<file path="src/rtl/cal_regs_pkg.sv">
// What this block does
// - gain exponent is fixed at minus sixteen; writes to those bits do nothing
// - gain mantissa accepted from 16 to 508, power-up default 32
// - gain is sense volts per amp and divides the sensed voltage into current
// - writes to read-only bit positions are dropped, writable bits take new data
// - page bits 7 and 0: 00 channel one, 01 channel two, 11 both
// - channel one always writable, channel two only when it is a master
// - slave channel two uses the channel one calibration values
// - lone write to slave channel two is refused, flags invalid command, raises alert
// - power-up defaults are replaced by values committed to the user store
// - offset exponent fixed at minus four, step 62.5 mA, exponent writes dropped
// - offset spans -4 A to 3.9375 A, no range check, out-of-range wraps
// - top five offset mantissa bits always copy the sign bit
// - offset correction feeds reported current and overcurrent comparisons
// - offset powers up at zero amps unless the user store overrides it
package cal_regs_pkg;

    // ----------------------------------------------------------------
    // command codes and page decode
    // ----------------------------------------------------------------
    localparam logic [7:0] CMD_GAIN = 8'h38;
    localparam logic [7:0] CMD_OFFSET = 8'h39;
    localparam int PAGE_HI_BIT = 7;
    localparam int PAGE_LO_BIT = 0;
    localparam logic [1:0] SEL_CH1 = 2'h0;
    localparam logic [1:0] SEL_CH2 = 2'h1;
    localparam logic [1:0] SEL_BOTH = 2'h3;

    // ----------------------------------------------------------------
    // linear word layout and fixed values
    // ----------------------------------------------------------------
    localparam int EXP_LSB = 11;
    localparam int MANT_W = 11;
    localparam int OFF_SIGN_BIT = 10;
    localparam int OFF_FREE_W = 6;
    localparam int OFF_EXT_W = 5;
    localparam logic [4:0] GAIN_EXP = 5'h10;
    localparam logic [4:0] OFF_EXP = 5'h1C;
    localparam logic [10:0] GAIN_MANT_MIN = 11'h010;
    localparam logic [10:0] GAIN_MANT_MAX = 11'h1FC;
    localparam logic [10:0] GAIN_MANT_RST = 11'h020;
    localparam logic [10:0] OFF_MANT_RST = 11'h000;
    localparam logic [15:0] GAIN_RST = {GAIN_EXP, GAIN_MANT_RST};
    localparam logic [15:0] OFF_RST = {OFF_EXP, OFF_MANT_RST};

    // ----------------------------------------------------------------
    // carriers
    // ----------------------------------------------------------------
    typedef struct packed {
        logic [15:0] gain;
        logic [15:0] offset;
    } cal_pair_s;

    typedef struct packed {
        logic valid;
        logic write;
        logic [7:0] code;
        logic [7:0] page;
        logic [15:0] data;
    } host_cmd_s;

    typedef struct packed {
        logic ack;
        logic nack;
        logic [15:0] data;
    } host_rsp_s;

    typedef struct packed {
        logic valid;
        logic [17:0] amps;
        logic oc_fault;
        logic oc_warn;
    } iout_s;

endpackage : cal_regs_pkg

</file>
<file path="src/rtl/cal_word_fix.sv">
`timescale 1ns/100ps
module cal_word_fix
(
    // selection and raw data
    input wire logic is_offset_i,
    input wire logic [15:0] raw_i,
    // cleaned word
    output logic [15:0] word_o
);

    logic [10:0] mant;
    logic sign;

    // gain: exponent forced, mantissa held inside its accepted range
    always_comb
    begin
        mant = raw_i[cal_regs_pkg::MANT_W-1:0];
        if (mant[cal_regs_pkg::OFF_SIGN_BIT] || mant < cal_regs_pkg::GAIN_MANT_MIN)
            mant = cal_regs_pkg::GAIN_MANT_MIN;
        else if (mant > cal_regs_pkg::GAIN_MANT_MAX)
            mant = cal_regs_pkg::GAIN_MANT_MAX;
    end

    assign sign = raw_i[cal_regs_pkg::OFF_SIGN_BIT];

    // offset keeps only sign and low six bits, so big values alias into range
    assign word_o = is_offset_i
        ? {cal_regs_pkg::OFF_EXP, {cal_regs_pkg::OFF_EXT_W{sign}},
           raw_i[cal_regs_pkg::OFF_FREE_W-1:0]}
        : {cal_regs_pkg::GAIN_EXP, mant};

endmodule : cal_word_fix

</file>
<file path="src/rtl/iout_convert.sv">
`timescale 1ns/100ps
module iout_convert
(
    // clock and synchronised reset
    input wire logic clk_sys_i,
    input wire logic rst_n_i,
    // sample and calibration
    input wire logic sample_valid_i,
    input wire logic [15:0] vsense_i,
    input wire cal_regs_pkg::cal_pair_s cal_i,
    input wire logic [17:0] oc_fault_limit_i,
    input wire logic [17:0] oc_warn_limit_i,
    // result
    output cal_regs_pkg::iout_s iout_o
);

    typedef enum logic [2:0] {
        CV_IDLE = 3'b001,
        CV_RUN = 3'b010,
        CV_DONE = 3'b100
    } cv_state_e;

    typedef struct packed {
        cv_state_e state;
        logic [4:0] cnt;
        logic [16:0] rem;
        logic [15:0] quo;
        logic [10:0] dvs;
        logic [17:0] off;
        logic neg;
        cal_regs_pkg::iout_s res;
    } cv_s;

    cv_s s_q, s_d;
    logic [16:0] trial;
    logic [17:0] signed_q;
    logic [17:0] sum;

    // one quotient bit per cycle keeps the divider small; a sample takes 18 cycles
    always_comb
    begin
        s_d = s_q;
        s_d.res.valid = 1'b0;
        trial = {s_q.rem[15:0], s_q.quo[15]};
        signed_q = s_q.neg ? 18'(-{2'h0, s_q.quo}) : {2'h0, s_q.quo};
        sum = 18'(signed_q + s_q.off);
        unique case (s_q.state)
            CV_IDLE:
            begin
                if (sample_valid_i)
                begin
                    s_d.neg = vsense_i[15];
                    s_d.quo = vsense_i[15] ? 16'(-vsense_i) : vsense_i;
                    s_d.rem = 17'h00000;
                    s_d.dvs = cal_i.gain[cal_regs_pkg::MANT_W-1:0];
                    s_d.off = {{7{cal_i.offset[cal_regs_pkg::OFF_SIGN_BIT]}},
                               cal_i.offset[cal_regs_pkg::MANT_W-1:0]};
                    s_d.cnt = 5'h00;
                    s_d.state = CV_RUN;
                end
            end
            CV_RUN:
            begin
                // restoring division: current = voltage / resistance
                if (trial >= {6'h00, s_q.dvs})
                begin
                    s_d.rem = 17'(trial - {6'h00, s_q.dvs});
                    s_d.quo = {s_q.quo[14:0], 1'b1};
                end
                else
                begin
                    s_d.rem = trial;
                    s_d.quo = {s_q.quo[14:0], 1'b0};
                end
                s_d.cnt = 5'(s_q.cnt + 5'h01);
                if (s_q.cnt == 5'h0F)
                    s_d.state = CV_DONE;
            end
            CV_DONE:
            begin
                // offset corrects both the reading and the limit checks
                s_d.res.amps = sum;
                s_d.res.oc_fault = $signed(sum) >= $signed(oc_fault_limit_i);
                s_d.res.oc_warn = $signed(sum) >= $signed(oc_warn_limit_i);
                s_d.res.valid = 1'b1;
                s_d.state = CV_IDLE;
            end
        endcase
    end

    always_ff @(posedge clk_sys_i or negedge rst_n_i)
    begin
        if (!rst_n_i)
            s_q <= '{state: CV_IDLE, default: '0};
        else
            s_q <= s_d;
    end

    assign iout_o = s_q.res;

endmodule : iout_convert

</file>
<file path="src/rtl/current_sense_calibration_regs.sv">
`timescale 1ns/100ps
module current_sense_calibration_regs
(
    // clock and reset
    input wire logic clk_sys_i,
    input wire logic rst_n_i,
    // host command port, one command per valid cycle
    input wire cal_regs_pkg::host_cmd_s cmd_i,
    output cal_regs_pkg::host_rsp_s rsp_o,
    // fault reporting
    input wire logic clear_faults_i,
    output logic invalid_command_fault_o,
    output logic smb_alert_o,
    // multi-phase configuration
    input wire logic ch2_master_i,
    // user store
    input wire logic nvm_valid_i,
    input wire cal_regs_pkg::cal_pair_s [1:0] nvm_cal_i,
    input wire logic store_user_i,
    output logic nvm_wr_o,
    output cal_regs_pkg::cal_pair_s [1:0] nvm_cal_o,
    // calibration in use and measurement path
    output cal_regs_pkg::cal_pair_s [1:0] cal_eff_o,
    input wire logic [1:0] vsense_valid_i,
    input wire logic [1:0][15:0] vsense_i,
    input wire logic [1:0][17:0] oc_fault_limit_i,
    input wire logic [1:0][17:0] oc_warn_limit_i,
    output cal_regs_pkg::iout_s [1:0] iout_o
);

    // ----------------------------------------------------------------
    // reset release
    // ----------------------------------------------------------------
    logic [1:0] rst_sync_q;
    logic rst_n;

    // release is synchronised so every flop leaves reset on the same edge
    always_ff @(posedge clk_sys_i or negedge rst_n_i)
    begin
        if (!rst_n_i)
            rst_sync_q <= 2'h0;
        else
            rst_sync_q <= {rst_sync_q[0], 1'b1};
    end

    assign rst_n = rst_sync_q[1];

    // ----------------------------------------------------------------
    // state
    // ----------------------------------------------------------------
    typedef struct packed {
        cal_regs_pkg::cal_pair_s [1:0] cal;
        cal_regs_pkg::host_rsp_s rsp;
        logic inv_cmd;
        logic alert;
        logic nvm_wr;
        logic boot_done;
    } top_s;

    top_s s_q, s_d;

    logic [1:0] sel;
    logic is_gain;
    logic is_offset;
    logic hit;
    logic wr_ch1;
    logic wr_ch2;
    logic refuse;
    logic [15:0] fixed_word;
    logic [1:0][15:0] boot_gain;
    logic [1:0][15:0] boot_off;
    cal_regs_pkg::cal_pair_s [1:0] eff;

    // ----------------------------------------------------------------
    // decode
    // ----------------------------------------------------------------
    // only the two outer page bits pick the channel
    assign sel = {cmd_i.page[cal_regs_pkg::PAGE_HI_BIT],
                  cmd_i.page[cal_regs_pkg::PAGE_LO_BIT]};
    assign is_gain = cmd_i.code == cal_regs_pkg::CMD_GAIN;
    assign is_offset = cmd_i.code == cal_regs_pkg::CMD_OFFSET;
    assign hit = cmd_i.valid && (is_gain || is_offset);

    // channel one is always open, channel two only as a master
    assign wr_ch1 = sel == cal_regs_pkg::SEL_CH1 || sel == cal_regs_pkg::SEL_BOTH;
    assign wr_ch2 = ch2_master_i
        && (sel == cal_regs_pkg::SEL_CH2 || sel == cal_regs_pkg::SEL_BOTH);

    // a lone slave channel two write, or the unused page pattern, is refused
    assign refuse = hit && cmd_i.write
        && ((sel == cal_regs_pkg::SEL_CH2 && !ch2_master_i) || sel == 2'h2);

    // ----------------------------------------------------------------
    // write cleaning
    // ----------------------------------------------------------------
    cal_word_fix u_fix_host
    (
        .is_offset_i(is_offset),
        .raw_i(cmd_i.data),
        .word_o(fixed_word)
    );

    // stored words are cleaned too, so a bad user store cannot break the format
    for (genvar ch = 0; ch < 2; ch++)
    begin : g_boot
        cal_word_fix u_fix_gain
        (
            .is_offset_i(1'b0),
            .raw_i(nvm_cal_i[ch].gain),
            .word_o(boot_gain[ch])
        );
        cal_word_fix u_fix_off
        (
            .is_offset_i(1'b1),
            .raw_i(nvm_cal_i[ch].offset),
            .word_o(boot_off[ch])
        );
    end

    // ----------------------------------------------------------------
    // effective values
    // ----------------------------------------------------------------
    // a slave channel two follows channel one, its own copy is unused
    always_comb
    begin
        eff[0] = s_q.cal[0];
        eff[1] = ch2_master_i ? s_q.cal[1] : s_q.cal[0];
    end

    // ----------------------------------------------------------------
    // next state
    // ----------------------------------------------------------------
    always_comb
    begin
        s_d = s_q;
        s_d.rsp.ack = 1'b0;
        s_d.rsp.nack = 1'b0;
        s_d.nvm_wr = 1'b0;
        s_d.boot_done = 1'b1;

        // first edge after release: take the user store over the defaults
        if (!s_q.boot_done && nvm_valid_i)
        begin
            for (int ch = 0; ch < 2; ch++)
            begin
                s_d.cal[ch].gain = boot_gain[ch];
                s_d.cal[ch].offset = boot_off[ch];
            end
        end

        // host writes and reads of the two calibration words
        if (hit && cmd_i.write)
        begin
            if (refuse)
            begin
                s_d.rsp.nack = 1'b1;
            end
            else
            begin
                s_d.rsp.ack = 1'b1;
                if (wr_ch1)
                begin
                    if (is_gain)
                        s_d.cal[0].gain = fixed_word;
                    else
                        s_d.cal[0].offset = fixed_word;
                end
                if (wr_ch2)
                begin
                    if (is_gain)
                        s_d.cal[1].gain = fixed_word;
                    else
                        s_d.cal[1].offset = fixed_word;
                end
            end
        end
        else if (hit)
        begin
            s_d.rsp.ack = 1'b1;
            if (sel == cal_regs_pkg::SEL_CH2)
                s_d.rsp.data = is_gain ? eff[1].gain : eff[1].offset;
            else
                s_d.rsp.data = is_gain ? eff[0].gain : eff[0].offset;
        end

        // fault flags: a new refusal wins over a clear in the same cycle
        if (clear_faults_i)
        begin
            s_d.inv_cmd = 1'b0;
            s_d.alert = 1'b0;
        end
        if (refuse)
        begin
            s_d.inv_cmd = 1'b1;
            s_d.alert = 1'b1;
        end

        // commit the stored copies to the user store
        if (store_user_i)
            s_d.nvm_wr = 1'b1;
    end

    // ----------------------------------------------------------------
    // state register
    // ----------------------------------------------------------------
    always_ff @(posedge clk_sys_i or negedge rst_n)
    begin
        if (!rst_n)
        begin
            s_q <= '0;
            s_q.cal[0].gain <= cal_regs_pkg::GAIN_RST;
            s_q.cal[1].gain <= cal_regs_pkg::GAIN_RST;
            s_q.cal[0].offset <= cal_regs_pkg::OFF_RST;
            s_q.cal[1].offset <= cal_regs_pkg::OFF_RST;
        end
        else
        begin
            s_q <= s_d;
        end
    end

    // ----------------------------------------------------------------
    // measurement correction, one converter per channel
    // ----------------------------------------------------------------
    for (genvar ch = 0; ch < 2; ch++)
    begin : g_conv
        iout_convert u_conv
        (
            .clk_sys_i(clk_sys_i),
            .rst_n_i(rst_n),
            .sample_valid_i(vsense_valid_i[ch]),
            .vsense_i(vsense_i[ch]),
            .cal_i(eff[ch]),
            .oc_fault_limit_i(oc_fault_limit_i[ch]),
            .oc_warn_limit_i(oc_warn_limit_i[ch]),
            .iout_o(iout_o[ch])
        );
    end

    // ----------------------------------------------------------------
    // outputs
    // ----------------------------------------------------------------
    assign rsp_o = s_q.rsp;
    assign invalid_command_fault_o = s_q.inv_cmd;
    assign smb_alert_o = s_q.alert;
    assign nvm_wr_o = s_q.nvm_wr;
    assign nvm_cal_o = s_q.cal;
    assign cal_eff_o = eff;

endmodule : current_sense_calibration_regs

</file>
<file path="config.mk">
export PLATFORM = sky130hd
export DESIGN_NAME = current_sense_calibration_regs
export DESIGN_NICKNAME = d
export VERILOG_FILES = /design/src/rtl/cal_regs_pkg.sv /design/src/rtl/cal_word_fix.sv /design/src/rtl/iout_convert.sv /design/src/rtl/current_sense_calibration_regs.sv
export SDC_FILE = /design/constraint.sdc
export NUM_CORES = 1
export LEC_CHECK = 0
export BUFFER_PORTS_ARGS = -buffer_cell sky130_fd_sc_hd__buf_2
export CORE_UTILIZATION = 56
export CTS_BUF_LIST = sky130_fd_sc_hd__clkbuf_4 sky130_fd_sc_hd__clkbuf_8 sky130_fd_sc_hd__clkbuf_16
export DETAILED_ROUTE_END_ITERATION = 8
export GPL_ROUTABILITY_DRIVEN = 0
export PLACE_DENSITY = 0.82
export REMOVE_ABC_BUFFERS = 1
export SETUP_SLACK_MARGIN = 0.1
export SLEW_MARGIN = 25
export SYNTH_ARGS = -nofsm -noshare
export SYNTH_HDL_FRONTEND = slang
export SYNTH_SLANG_ARGS = --single-unit
</file>
<file path="constraint.sdc">
create_clock -name clk_sys_i -period 11.05 [get_ports clk_sys_i]
set_clock_uncertainty 0.1 [all_clocks]
set_input_delay 1.105 -clock clk_sys_i [delete_from_list [all_inputs] [get_ports clk_sys_i]]
set_output_delay 1.105 -clock clk_sys_i [all_outputs]
set_load 0.005 [all_outputs]
</file>
* Word level (Yosys, flattened, before mapping)
Cells that the tools add are included.
** Cells by class
- $mul :: 0
- $add $sub $neg :: 10
- Shifts and indexed selects :: 0
- Bitwise gates (word level) :: 1
- Magnitude comparators :: 12
- Div/mod/pow operators :: 0
- Eq/ne operators :: 17
- Mux-type cells :: 43
- Reductions and logical operators :: 26
** Operators with widths (number)
- 38-bit one-hot mux with 2 select lines :: 2
- 16-bit 2-to-1 mux :: 9
- 71-bit 2-to-1 mux :: 2
- 64-bit 2-to-1 mux :: 2
- 32-bit 2-to-1 mux :: 3
- 18-bit >= comparator :: 4
- 11-bit 2-to-1 mux :: 6
- 33-bit 2-to-1 mux :: 2
- 65-bit 2-to-1 mux :: 1
- 21-bit 2-to-1 mux :: 2
- 18-bit adder :: 2
- 18-bit 2-to-1 mux :: 2
- 16-bit negation with 18-bit output :: 2
- 17-bit by 11-bit >= comparator with 1-bit output :: 2
- 17-bit by 11-bit subtractor with 17-bit output :: 2
- 11-bit by 9-bit > comparator with 1-bit output, second input constant :: 3
- 11-bit by 5-bit less-than comparator with 1-bit output, second input constant :: 3
- 16-bit negation :: 2
- 3-bit one-hot mux with 3 select lines :: 2
- 8-bit by 6-bit equality test with 1-bit output, second input constant :: 2
- 15-bit 2-to-1 mux :: 1
- 2-bit AND reduction :: 7
- 5-bit by 1-bit adder with 5-bit output, second input constant :: 2
- 5-bit by 4-bit equality test with 1-bit output, second input constant :: 2
- other kinds (16) :: 42
** Word-level totals
- Bits in writable memories :: 0
- Bits in read-only memories :: 0
- Memories kept :: 0
- Latch bits :: 0
- Flip-flop bits (word level) :: 256

* Logic depth before layout (Yosys ltp)
Gate-level depths: netlist of run 1.
- Depth after elaboration :: 8
- Depth in mapped cells :: 21
- Gate-level depth less buffers :: 21

* By module
From an unflattened synthesis of run 1, not the netlist that was laid out.
** Second synthesis, totals
- Cell total of the unflattened synthesis :: 2187
- Area, all modules :: 20007.9 µm²
** By module, submodules not included
- iout_convert at g_conv[1].u_conv :: cells an instance 766, times used 1, area an instance 6458.7 µm²
- iout_convert at g_conv[0].u_conv :: cells an instance 749, times used 1, area an instance 6417.4 µm²
- current_sense_calibration_regs :: cells an instance 482, times used 1, area an instance 5949.5 µm²
- cal_word_fix :: cells an instance 38, times used 5, area an instance 236.5 µm²

* Least setup slack after synthesis of run 1
Ideal clock, no wire load.
- Path kind :: register to register
- Start point :: reg g_conv[1].u_conv.s_q[56] (netlist bit)
- End point :: reg g_conv[1].u_conv.s_q (netlist bit g_conv[1].u_conv.iout_o[1])
- Period minus slack after synthesis :: 4.690 ns
- Library setup time :: 0.144 ns
- Arrival time :: 4.446 ns
- Stages on the path, launching flop included :: 19
- Required time :: 10.806 ns
- Slack :: 6.360 ns
- Cells stage by stage :: dfrtp_1 > or4_4 > or3_4 > or4_1 > o21ai_0 > xnor2_1 > ha_1 > a21o_1 > a21oi_1 > o21bai_1 > o22ai_1 > xor2_1 > ha_1 > nand4_1 > nor2_1 > o31a_1 > a2111oi_0 > xnor2_1 > a31oi_1
** On the way
- Word-level cells in the longest chain between the ends :: 4
** Ends and longest elaborated chain
- start, declared :: RTL line iout_convert.sv:34 : cv_s s_q, s_d;
- start signal, assigned :: RTL line iout_convert.sv:94 : s_q <= '{state: CV_IDLE, default: '0};
- start signal, assigned :: RTL line iout_convert.sv:96 : s_q <= s_d;
- 16-bit negation with 18-bit output :: RTL line iout_convert.sv:45 : signed_q = s_q.neg ? 18'(-{2'h0, s_q.quo}) : {2'h0, s_q.quo};
- 18-bit 2-to-1 mux (*) :: RTL line iout_convert.sv:45
- 18-bit adder (*) :: RTL line iout_convert.sv:46 : sum = 18'(signed_q + s_q.off);
- named net g_conv[1].u_conv.sum[17] :: RTL line iout_convert.sv:37 : logic [17:0] sum;
- 18-bit >= comparator (*) :: RTL line iout_convert.sv:83 : s_d.res.oc_fault = $signed(sum) >= $signed(oc_fault_limit_i);
The timed path passes the listed nets; every way through them passes the cells marked *.
A chain may end at the register's enable or synchronous reset.

* Worst setup path after layout of run 1
Ends and elaborated chain as after synthesis.

==> results of run 1 <==
## power groups by stage
stage	Clock (mW)	Combinational (mW)	Sequential, mW
after CTS	1.12	1.91	1.39
after global routing	1.16	2.16	1.42
final	1.11	1.93	1.40
after detailed placement	0	1.90	1.40
after floorplan	0	1.38	1.35
after global placement	0	1.81	1.39
## sequential cells by signal, indices dropped and copies added (netlist names)
register	flops
rst_sync_q	2
g_conv.u_conv.iout_o	42
nvm_wr_o	1
s_q	1
nvm_cal_o	32
invalid_command_fault_o	1
rsp_o	18
cal_eff_o	32
g_conv.u_conv.s_q	126
## area by class of cell
| cell class | count | area [um^2] | area share, % |
|---|---|---|---|
| Antenna cell | 1 | 2.50 | 0.0123 |
| Clock buffer | 40 | 846 | 4.16 |
| Clock inverter | 14 | 267 | 1.31 |
| Inverter | 130 | 488 | 2.40 |
| Multi-Input combinational cell | 1389 | 9860 | 48.6 |
| Sequential cell | 255 | 6400 | 31.5 |
| Tap cell | 402 | 503 | 2.48 |
| Timing Repair Buffer | 377 | 1940 | 9.56 |
## cell families after synthesis
| kind of cell | Yosys count | synth area share (%) |
|---|---|---|
| other | 1 | 0.0206 |
| adder cells (fa/ha/maj) | 146 | 10.2 |
| XOR/XNOR | 109 | 5.26 |
| buffers and inverters | 365 | 10.9 |
| flip-flops | 255 | 35.2 |
| AND/OR/NAND/NOR | 569 | 15.2 |
| AO/OA/AOI/OAI | 463 | 16.2 |
| multiplexers | 100 | 7.07 |
## through the flow
| step | std cells | setup WS [ns] | cell area (um^2) |
|---|---|---|---|
| 2_1_floorplan | 1774 | 3.34 | 16700 |
| 3_3_place_gp | 2552 | 5.99 | 19200 |
| 3_5_place_dp | 2553 | 5.73 | 19200 |
| 4_1_cts | 2607 | 5.72 | 20300 |
| 5_1_grt | 2607 | 5.32 | 20300 |
| 6_report | 2608 | 5.69 | 20300 |
## how the worst min path moves through the flow
stage                        from             to  slack, ns  cells after the start
CTS                       rst_n_i  rst_sync_q[1]       0.19                      1
global placement    rst_sync_q[0]  rst_sync_q[1]       0.24                      0
floorplan           rst_sync_q[0]  rst_sync_q[1]       0.23                      0
finish                    rst_n_i  rst_sync_q[1]       0.20                      1
detailed placement  rst_sync_q[0]  rst_sync_q[1]       0.25                      0
global route              rst_n_i  rst_sync_q[1]       0.19                      1
## per-layer routing
metal | routed length, um | part of all wire (%) | track usage, %
met5 | 0 | 0 | 0
met4 | 1760 | 3.6 | 10.4
met3 | 3570 | 7.3 | 4.87
met2 | 23300 | 47 | 48.6
met1 | 20600 | 42 | 38.5
## cells in the mapped netlist, types with 5 or more instances
library cell | n | area [um^2]
a22oi_1 | 29 | 218
o21a_1 | 12 | 90.1
a22o_1 | 6 | 52.6
a21o_1 | 30 | 225
mux2_2 | 67 | 754
a32oi_1 | 5 | 43.8
o21ai_1 | 9 | 45.0
and3_1 | 23 | 144
xnor2_1 | 69 | 604
mux4_2 | 16 | 360
a21oi_1 | 105 | 526
nand4_1 | 26 | 163
dfrtp_1 | 243 | 6080
nand2_1 | 251 | 942
or3_1 | 21 | 131
xor2_1 | 40 | 350
and2_1 | 18 | 113
a211o_1 | 6 | 52.6
o21ai_0 | 138 | 691
nand2b_1 | 17 | 106
o41ai_1 | 7 | 61.3
nand3_1 | 27 | 135
a221oi_1 | 12 | 105
inv_1 | 130 | 488
buf_4 | 157 | 1180
o221ai_1 | 6 | 52.6
a211oi_1 | 33 | 248
or2_2 | 7 | 43.8
nor2b_1 | 17 | 106
mux2i_1 | 17 | 170
nor3_1 | 22 | 110
clkbuf_1 | 69 | 259
o31ai_1 | 19 | 143
nor3b_1 | 6 | 45.0
a31oi_1 | 6 | 37.5
nor4_1 | 12 | 75.1
or4_1 | 13 | 97.6
o211ai_1 | 10 | 75.1
dfstp_2 | 12 | 315
ha_1 | 142 | 1780
o21bai_1 | 5 | 37.5
and4_1 | 5 | 43.8
nor2_1 | 86 | 323
## worst reg2reg max path: stages, from the launching register on
cell       delay (ns)
dfrtp_1          0.44
or4_4            0.57
or3_4            0.35
or4_1            0.51
o21ai_0          0.21
xnor2_1          0.14
ha_1             0.32
a21o_1           0.24
a21oi_1          0.19
o21bai_1         0.09
o22ai_1          0.16
xor2_1           0.37
ha_1             0.35
nand4_1          0.13
nor2_1           0.07
o31a_1           0.11
a2111oi_0        0.58
xnor2_1          0.19
a31oi_1          0.10
## cell usage in the layout, fill, tap and decap left out, types with 19 or more instances in the layout
cell type	instances
buf_2	361
nand2_1	251
dfrtp_1	242
ha_1	142
o21ai_0	138
inv_1	130
a21oi_1	105
nor2_1	84
xnor2_1	69
mux2_2	67
xor2_1	40
a211oi_1	33
a21o_1	30
a22oi_1	29
clkbuf_16	29
nand3_1	27
nand4_1	26
and3_1	23
or3_1	21
nor3_1	20
o31ai_1	19
==> impl_metrics.ini, run 1 <==
[timing]
hold_slack_ns = 0.198
rsz0062_at_grt = false
fin_crit_sh_pct = 48.5
setup_violations = 0
finalHoldViolations = 0
slew_viol_final = 0
fmax_mhz = 187
tns_ns = 0
slew_headroom_pct = 26.9
layout_min_cycle_time_ns = 5.36
worst_pin_slew_ns = 1.10

[critical_path]
worstPathRequired_ns = 11.36
crit_cells = 18
r2r-end = g_conv[1].u_conv.iout_o[1]
cp_slowest_stage_delay_ns = 0.58
crit_chain = or4_4 > or3_4 > or4_1 > o21ai_0 > xnor2_1 > ha_1 > a21o_1 > a21oi_1 > o21bai_1 > o22ai_1 > xor2_1 > ha_1 > nand4_1 > nor2_1 > o31a_1 > a2111oi_0 > xnor2_1 > a31oi_1
crit_buf_inv = 0
r2r_start = g_conv[1].u_conv.s_q[56]
setup.worst_path.start_class = register
ff2ff_path_depth = 18
crit_end = g_conv[1].u_conv.iout_o[1]
endpoint_kind = register
path_class = register to register
worstPathArrival_ns = 5.67
reg2reg_slack_ns = 5.69
crit_fanout = 7
worstSetupStartpoint = g_conv[1].u_conv.s_q[56]
critical-path-top-delay-family = compound AO/OA/AOI/OAI gates
critPathSlowestCell = a2111oi_0

[route]
vias_per_cell = 5.98
drc_errors = 0
drtIter0Drc = 1287
wl_per_cell_um = 18.9
postRouteAntennaNets = 0
dr.pass1.iters = 5
num_vias = 15600
wl_um = 49200

[floorplanning]
die_area_mm2 = 0.0332
initial_core_util_pct = 57.3
fp-row-count = 65
die_x_um = 182
num_io_pins = 401
core_area_mm2 = 0.0317
die_h_um = 182

[cts]
htree_levels = 1
cts-hold-fix-buffers = 0
clkSinkCount = 255
clock_latency_ns = 0.58
path_clk_slew_ns = 0.07
postCtsSetupBuffers = 0
cts_tree = done
cts_made_buffers = 29
cts_resized = 0
cts_buffer_depth = 3
cts-root-buf = clkbuf_16

[placement]
numPortBuffers = 361
dp_hpwl_um = 36800

[power_and_ir_drop]
clockPowerShare_pct = 25.0
swShare_pct = 39.1
p_per_area_mw_per_mm2 = 218
total_power_mw = 4.43
ir_drop_mv = 0.129
power_frac_seq_pct = 31.5
power.switching_mw = 1.73
leakagePower_nw = 10.2
intPower_mw = 2.70
p_comb_share_pct = 43.5

[final_layout]
finish.utilization_pct = 64.0
drive_gt1_share_pct = 24.9
nets = 2538
fill_cells = 2558
syn2layout_area_growth_pct = 11.8

[synthesis]
ys_async_sr_fraction_pct = 100
synth_edf_count = 0
synth-seq-cells = 255
avgSynthCellArea_um2 = 9.05
synthesis.instances = 2008
synth.distinct_cells = 75
synth_area_mm2 = 0.0182
ys.flop_type = dfrtp_1
synth-seq-area-share_pct = 35.2
yosysWarnings = 0

[run]
maxCapViolCount = 0

[min_path]
hp-class = input port to async pin

[global_routing]
grt_first_pass_wirelength_um = 77800
grt.total_usage_pct = 29.2
antenna_found_initial = 1
first_global_vias = 15000
grt_max_degree = 75
overflow = 0

[status]
outcome = complete, no violations
(Power assumes the default switching activity.)
==> inputs of run 2 (changes only) <==
--- a/config.mk
+++ b/config.mk
@@ -6,11 +6,11 @@
 export NUM_CORES = 1
 export LEC_CHECK = 0
 export BUFFER_PORTS_ARGS = -buffer_cell sky130_fd_sc_hd__buf_2
-export CORE_UTILIZATION = 56
+export CORE_UTILIZATION = 51
 export CTS_BUF_LIST = sky130_fd_sc_hd__clkbuf_4 sky130_fd_sc_hd__clkbuf_8 sky130_fd_sc_hd__clkbuf_16
 export DETAILED_ROUTE_END_ITERATION = 8
 export GPL_ROUTABILITY_DRIVEN = 0
-export PLACE_DENSITY = 0.82
+export PLACE_DENSITY = 0.79
 export REMOVE_ABC_BUFFERS = 1
 export SETUP_SLACK_MARGIN = 0.1
 export SLEW_MARGIN = 25
==> constraint.sdc (replaced) <==
create_clock -name clk_sys_i -period 4.8 [get_ports clk_sys_i]
set_clock_uncertainty 0.1 [all_clocks]
set_input_delay 0.48 -clock clk_sys_i [delete_from_list [all_inputs] [get_ports clk_sys_i]]
set_output_delay 0.48 -clock clk_sys_i [all_outputs]
set_load 0.005 [all_outputs]
==> run 2 against run 1 <==
  * The flow now finishes with violations (negative setup slack)
  * Core utilization fell by 4.2 points
  * Combinational power increased by 150%
  * Final cell count rose by 3.5%
  * Wire length rose by 4.5%
  * Register-to-register slack worse by 5.8 ns
  * Sequential share of layout area down 0.80 points
  * Count of clock-buffer cells in the layout fell by 2
==> impl_metrics.ini, run 2 (synthesis results as in run 1) <==
[final_layout]
final_cell_mix = buf_2, nand2_1, dfrtp_1
top_register = g_conv.u_conv.s_q
drive_gt1_share_pct = 27.6
syn2layout_area_growth_pct = 14.7
largest_register_ff_count = 126
finalNonFillerCells = 2700
nets = 2580
mostFrequentLayoutCell = buf_2
fill_cells = 2928

[global_routing]
overflow = 0
busiest_layer = met2
grt.total_usage_pct = 27.5
antenna_found_initial = 1
met1_usage_pct = 36.5
first_global_vias = 15300
use_met2_pct = 46.7
grt_first_pass_wirelength_um = 80200
grt_use_met3_pct = 3.17
grt_max_degree = 84

[cts]
path_clk_slew_ns = 0.06
cts_tree = done
htree_levels = 1
clock_latency_ns = 0.58
clkSinkCount = 255
cts_buffer_depth = 3
cts_made_buffers = 28
cts-root-buf = clkbuf_16

[route]
wl_per_cell_um = 19.1
num_vias = 15900
postRouteAntennaNets = 0
drtIter0Drc = 1016
vias_per_cell = 5.88
wl_um = 51500
drc_errors = 0
dr.pass1.iters = 6

[critical_path]
endpoint_kind = register
path_class = register to register
critPathSlowestCell = or4_4
crit_chain = or4_4 > or3_4 > or4_4 > o31ai_4 > xnor2_1 > ha_1 > buf_6 > a21oi_4 > o21ai_2 > a41o_1 > xnor2_2 > ha_1 > nand4_1 > nor4_2 > a21oi_1 > o211ai_1 > a21oi_2 > xnor2_1 > a31oi_1
reg2reg_slack_ns = -0.11
cp_slowest_stage_delay_ns = 0.53
crit_buf_inv = 1
critical-path-top-delay-family = simple AND/OR/NAND/NOR gates
setup.worst_path.start_class = register
worstPathArrival_ns = 5.21
crit_fanout = 3
worstPathRequired_ns = 5.10

[placement]
dp_hpwl_um = 38700
place_inst = 2635
numPortBuffers = 361

[floorplanning]
die_area_mm2 = 0.0364
die_x_um = 191
num_io_pins = 401
fp-row-count = 68
initial_core_util_pct = 52.2
core_area_mm2 = 0.0348
die_h_um = 191

[power_and_ir_drop]
ir_drop_mv = 0.299
leakagePower_nw = 10.5
total_power_mw = 10.3
p_per_area_mw_per_mm2 = 494

[timing]
setup_violations = 2
hold_slack_ns = 0.0747
slew_viol_final = 0
slew_headroom_pct = 30.8
worst_pin_slew_ns = 1.04
worst_slack_ns = -0.112
layout_min_cycle_time_ns = 4.91
fmax_mhz = 204
rsz0062_at_grt = true
finalHoldViolations = 0
fin_crit_sh_pct = 102
tns_ns = -0.119

[min_path]
hp-class = input port to register

[run]
maxCapViolCount = 0

[status]
outcome = complete, but fails checks
violations = negative setup slack
[run 2: final timing paths]
kind	startpoint	to	cells past startpoint
max in group asynchronous	rst_sync_q[1]	g_conv[1].u_conv.s_q[89]	2
worst min register to register	rst_sync_q[1]	invalid_command_fault_o	0
worst max-delay path	g_conv[1].u_conv.s_q[56]	g_conv[1].u_conv.iout_o[0]	19
worst min-delay path	nvm_cal_i[37]	nvm_cal_o[37]	3
min in group asynchronous	rst_n_i	rst_sync_q[1]	2
worst max register to register	g_conv[1].u_conv.s_q[56]	g_conv[1].u_conv.iout_o[0]	19
[run 2: repair_timing]
item / CTS / global route
pin swaps: 6 / 25
setup endpoints to repair: 3 / 4
buffers inserted: 2 / 8
endpoints found under the hold margin: 4 / 0
hold buffers: 3 / 0
gates resized for setup: 9 / 40
[run 2: layout make-up]
| cell class | count | area (um^2) | area share [%] |
|---|---|---|---|
| Clock inverter | 11 | 165 | 0.793 |
| Timing Repair Buffer | 420 | 2300 | 11.0 |
| Inverter | 130 | 488 | 2.34 |
| Multi-Input combinational cell | 1389 | 10100 | 48.4 |
| Sequential cell | 255 | 6400 | 30.7 |
| Tap cell | 455 | 569 | 2.73 |
| Antenna cell | 2 | 5.00 | 0.0240 |
| Clock buffer | 38 | 832 | 3.99 |
[run 2: per-layer routing]
layer | part of all wire [%] | wire length, um
met5 | 0 | 0
met4 | 3.2 | 1630
met3 | 6.4 | 3310
met2 | 48 | 24700
met1 | 42 | 21800
[run 2: where the power goes]
part           internal, mW  total [mW]  switching (mW)
Combinational          2.14        4.82            2.67
Sequential             2.65        3.18           0.530
Clock                  1.37        2.30           0.925
[run 2: per-stage QoR]
| step | utilization (%) | setup slack (ns) | instance area, um^2 |
|---|---|---|---|
| 6_report | 59.9 | -0.112 | 20800 |
| 5_1_grt | 59.9 | -0.225 | 20800 |
| 4_1_cts | 59.0 | 0.0979 | 20500 |
| 3_5_place_dp | 56.0 | -0.163 | 19500 |
| 3_3_place_gp | 55.9 | 0.0241 | 19500 |
| 2_1_floorplan | - | -2.91 | 16700 |
[run 2: worst reg2reg max path, delay by kind of cell, from the launching register on]
| family | cells | cell delay [ns] |
|---|---|---|
| buffers and inverters | 1 | 0.15 |
| AO/OA/AOI/OAI | 8 | 1.11 |
| flip-flops | 1 | 0.38 |
| AND/OR/NAND/NOR | 5 | 1.90 |
| adder cells (fa/ha/maj) | 2 | 0.61 |
| XOR/XNOR | 3 | 0.51 |
==> inputs of run 3 (changes only) <==
--- a/config.mk
+++ b/config.mk
@@ -7,7 +7,6 @@
 export LEC_CHECK = 0
 export BUFFER_PORTS_ARGS = -buffer_cell sky130_fd_sc_hd__buf_2
 export CORE_UTILIZATION = 51
-export CTS_BUF_LIST = sky130_fd_sc_hd__clkbuf_4 sky130_fd_sc_hd__clkbuf_8 sky130_fd_sc_hd__clkbuf_16
 export DETAILED_ROUTE_END_ITERATION = 8
 export GPL_ROUTABILITY_DRIVEN = 0
 export PLACE_DENSITY = 0.79
==> run 3 against run 2 <==
  * The run still ends with negative setup slack left
  * Maximum frequency did not move
  * Sequential power barely moved
  * Count of clock-buffer cells in the layout did not move
  * Global-route usage did not move
  * Design area barely moved
  * Via count barely moved
  * Setup slack barely moved
  * Combinational power barely moved
  * Final cell count did not move
  * Sequential cell count did not move
  * Critical path type unchanged
  * Highest routed layer unchanged
==> impl_metrics.ini, run 3 (synthesis results as in run 1) <==
[status]
outcome = complete, but fails checks
violations = negative setup slack

[timing]
finalHoldViolations = 0
slew_headroom_pct = 30.8
worst_slack_ns = -0.112
fin_crit_sh_pct = 102
worst_pin_slew_ns = 1.04
slew_viol_final = 0
hold_slack_ns = 0.0749
layout_min_cycle_time_ns = 4.91
rsz0062_at_grt = true
setup_violations = 2
fmax_mhz = 204

[final_layout]
fill_cells = 2927
largest_register_ff_count = 126
drive_gt1_share_pct = 27.6
nets = 2580
finish.utilization_pct = 59.9
stdcell_area_mm2 = 0.0208
top_register = g_conv.u_conv.s_q
syn2layout_area_growth_pct = 14.7
final_cell_mix = buf_2, nand2_1, dfrtp_1
mostFrequentLayoutCell = buf_2

[cts]
clkSinkCount = 255
cts-root-buf = clkbuf_16
clock_latency_ns = 0.58
cts_buffer_depth = 3
htree_levels = 1
path_clk_slew_ns = 0.06
cts_made_buffers = 28
cts_tree = done

[global_routing]
antenna_found_initial = 1
overflow = 0
met1_usage_pct = 36.5
grt.total_usage_pct = 27.5
grt_first_pass_wirelength_um = 80200
grt_max_degree = 84
use_met2_pct = 46.7
first_global_vias = 15300
busiest_layer = met2
grt_use_met3_pct = 3.17

[critical_path]
path_class = register to register
r2r_start = g_conv[1].u_conv.s_q[56]
r2r-end = g_conv[1].u_conv.iout_o[0]
ff2ff_path_depth = 19
setup.worst_path.start_class = register
crit_fanout = 3
reg2reg_slack_ns = -0.11
worstPathRequired_ns = 5.10
endpoint_kind = register
worstPathArrival_ns = 5.21

[placement]
dp_hpwl_um = 38700
numPortBuffers = 361
placed_area_mm2 = 0.0195

[route]
num_vias = 15900
drc_errors = 0
drtIter0Drc = 1019
postRouteAntennaNets = 0
dr.pass1.iters = 5
vias_per_cell = 5.88
wl_per_cell_um = 19.1
wl_um = 51500

[floorplanning]
initial_core_util_pct = 52.2
num_io_pins = 401
die_h_um = 191
die_area_mm2 = 0.0364
core_area_mm2 = 0.0348
fp-row-count = 68
die_x_um = 191

[min_path]
holdPathEnd = nvm_cal_o[37]
holdPathStages = 3
hp-class = input port to register
hp-start = nvm_cal_i[37]

[power_and_ir_drop]
total_power_mw = 10.3
leakagePower_nw = 10.5
p_per_area_mw_per_mm2 = 494
ir_drop_mv = 0.298

[run]
maxCapViolCount = 0
## run 3: what timing repair did
item / CTS / global route
pin swaps: 6 / 25
hold endpoints to repair: 4 / 0
setup buffers: 2 / 8
resized for setup: 9 / 40
setup endpoints to repair: 3 / 4
gates cloned: 0 / 0
hold buffers: 3 / 0
## run 3: worst max path at each step
stage	start	to	slack, ns	cells after the start
6_report	g_conv[1].u_conv.s_q[56]	g_conv[1].u_conv.iout_o[0]	-0.11	19
5_1_grt	g_conv[1].u_conv.s_q[56]	g_conv[1].u_conv.iout_o[0]	-0.22	18
4_1_cts	g_conv[1].u_conv.s_q[56]	g_conv[1].u_conv.iout_o[1]	0.1	20
3_5_place_dp	g_conv[1].u_conv.s_q[56]	g_conv[1].u_conv.iout_o[0]	-0.16	20
3_3_place_gp	g_conv[1].u_conv.s_q[56]	g_conv[1].u_conv.iout_o[1]	0.02	20
2_1_floorplan	rst_sync_q[1]	cal_eff_o[0]	-2.91	0
## run 3: critical path, stage by stage (launching register included)
cell and delay (ns):
dfrtp_1 0.38, or4_4 0.53, or3_4 0.35, or4_4 0.46
o31ai_4 0.20, xnor2_1 0.15, ha_1 0.30, buf_6 0.15
a21oi_4 0.14, o21ai_2 0.08, a41o_1 0.25, xnor2_2 0.18
ha_1 0.31, nand4_1 0.19, nor4_2 0.37, a21oi_1 0.12
o211ai_1 0.15, a21oi_2 0.07, xnor2_1 0.18, a31oi_1 0.10
## run 3: where the power goes
group	switching (mW)	internal [mW]	total, mW	leakage, nW
logic	2.68	2.14	4.82	6.85
clock network	0.925	1.37	2.29	0.477
registers	0.531	2.65	3.18	3.16
## run 3: routing by layer
layer  vias to the layer above  wire length (um)
met5                         -                 0
met1                      7715             21800
met3                       132              3340
met2                       641             24700
li1                       7389                 -
met4                         0              1650
## run 3: metrics by stage
stage	cells	setup TNS [ns]	setup slack, ns
floorplan	1774	-711.94	-2.91
global placement	2635	0	0.0241
detailed placement	2635	-0.245	-0.163
CTS	2689	0	0.0979
global route	2699	-0.400	-0.225
finish	2700	-0.119	-0.112
## run 3: layout make-up
class / count / area [um^2] / share of cell area [%]
Inverter: 130 / 488 / 2.34
Multi-Input combinational cell: 1389 / 10100 / 48.4
Clock buffer: 38 / 828 / 3.98
Tap cell: 455 / 569 / 2.73
Sequential cell: 255 / 6400 / 30.7
Timing Repair Buffer: 420 / 2300 / 11.0
Antenna cell: 2 / 5.00 / 0.0240
Clock inverter: 11 / 165 / 0.793
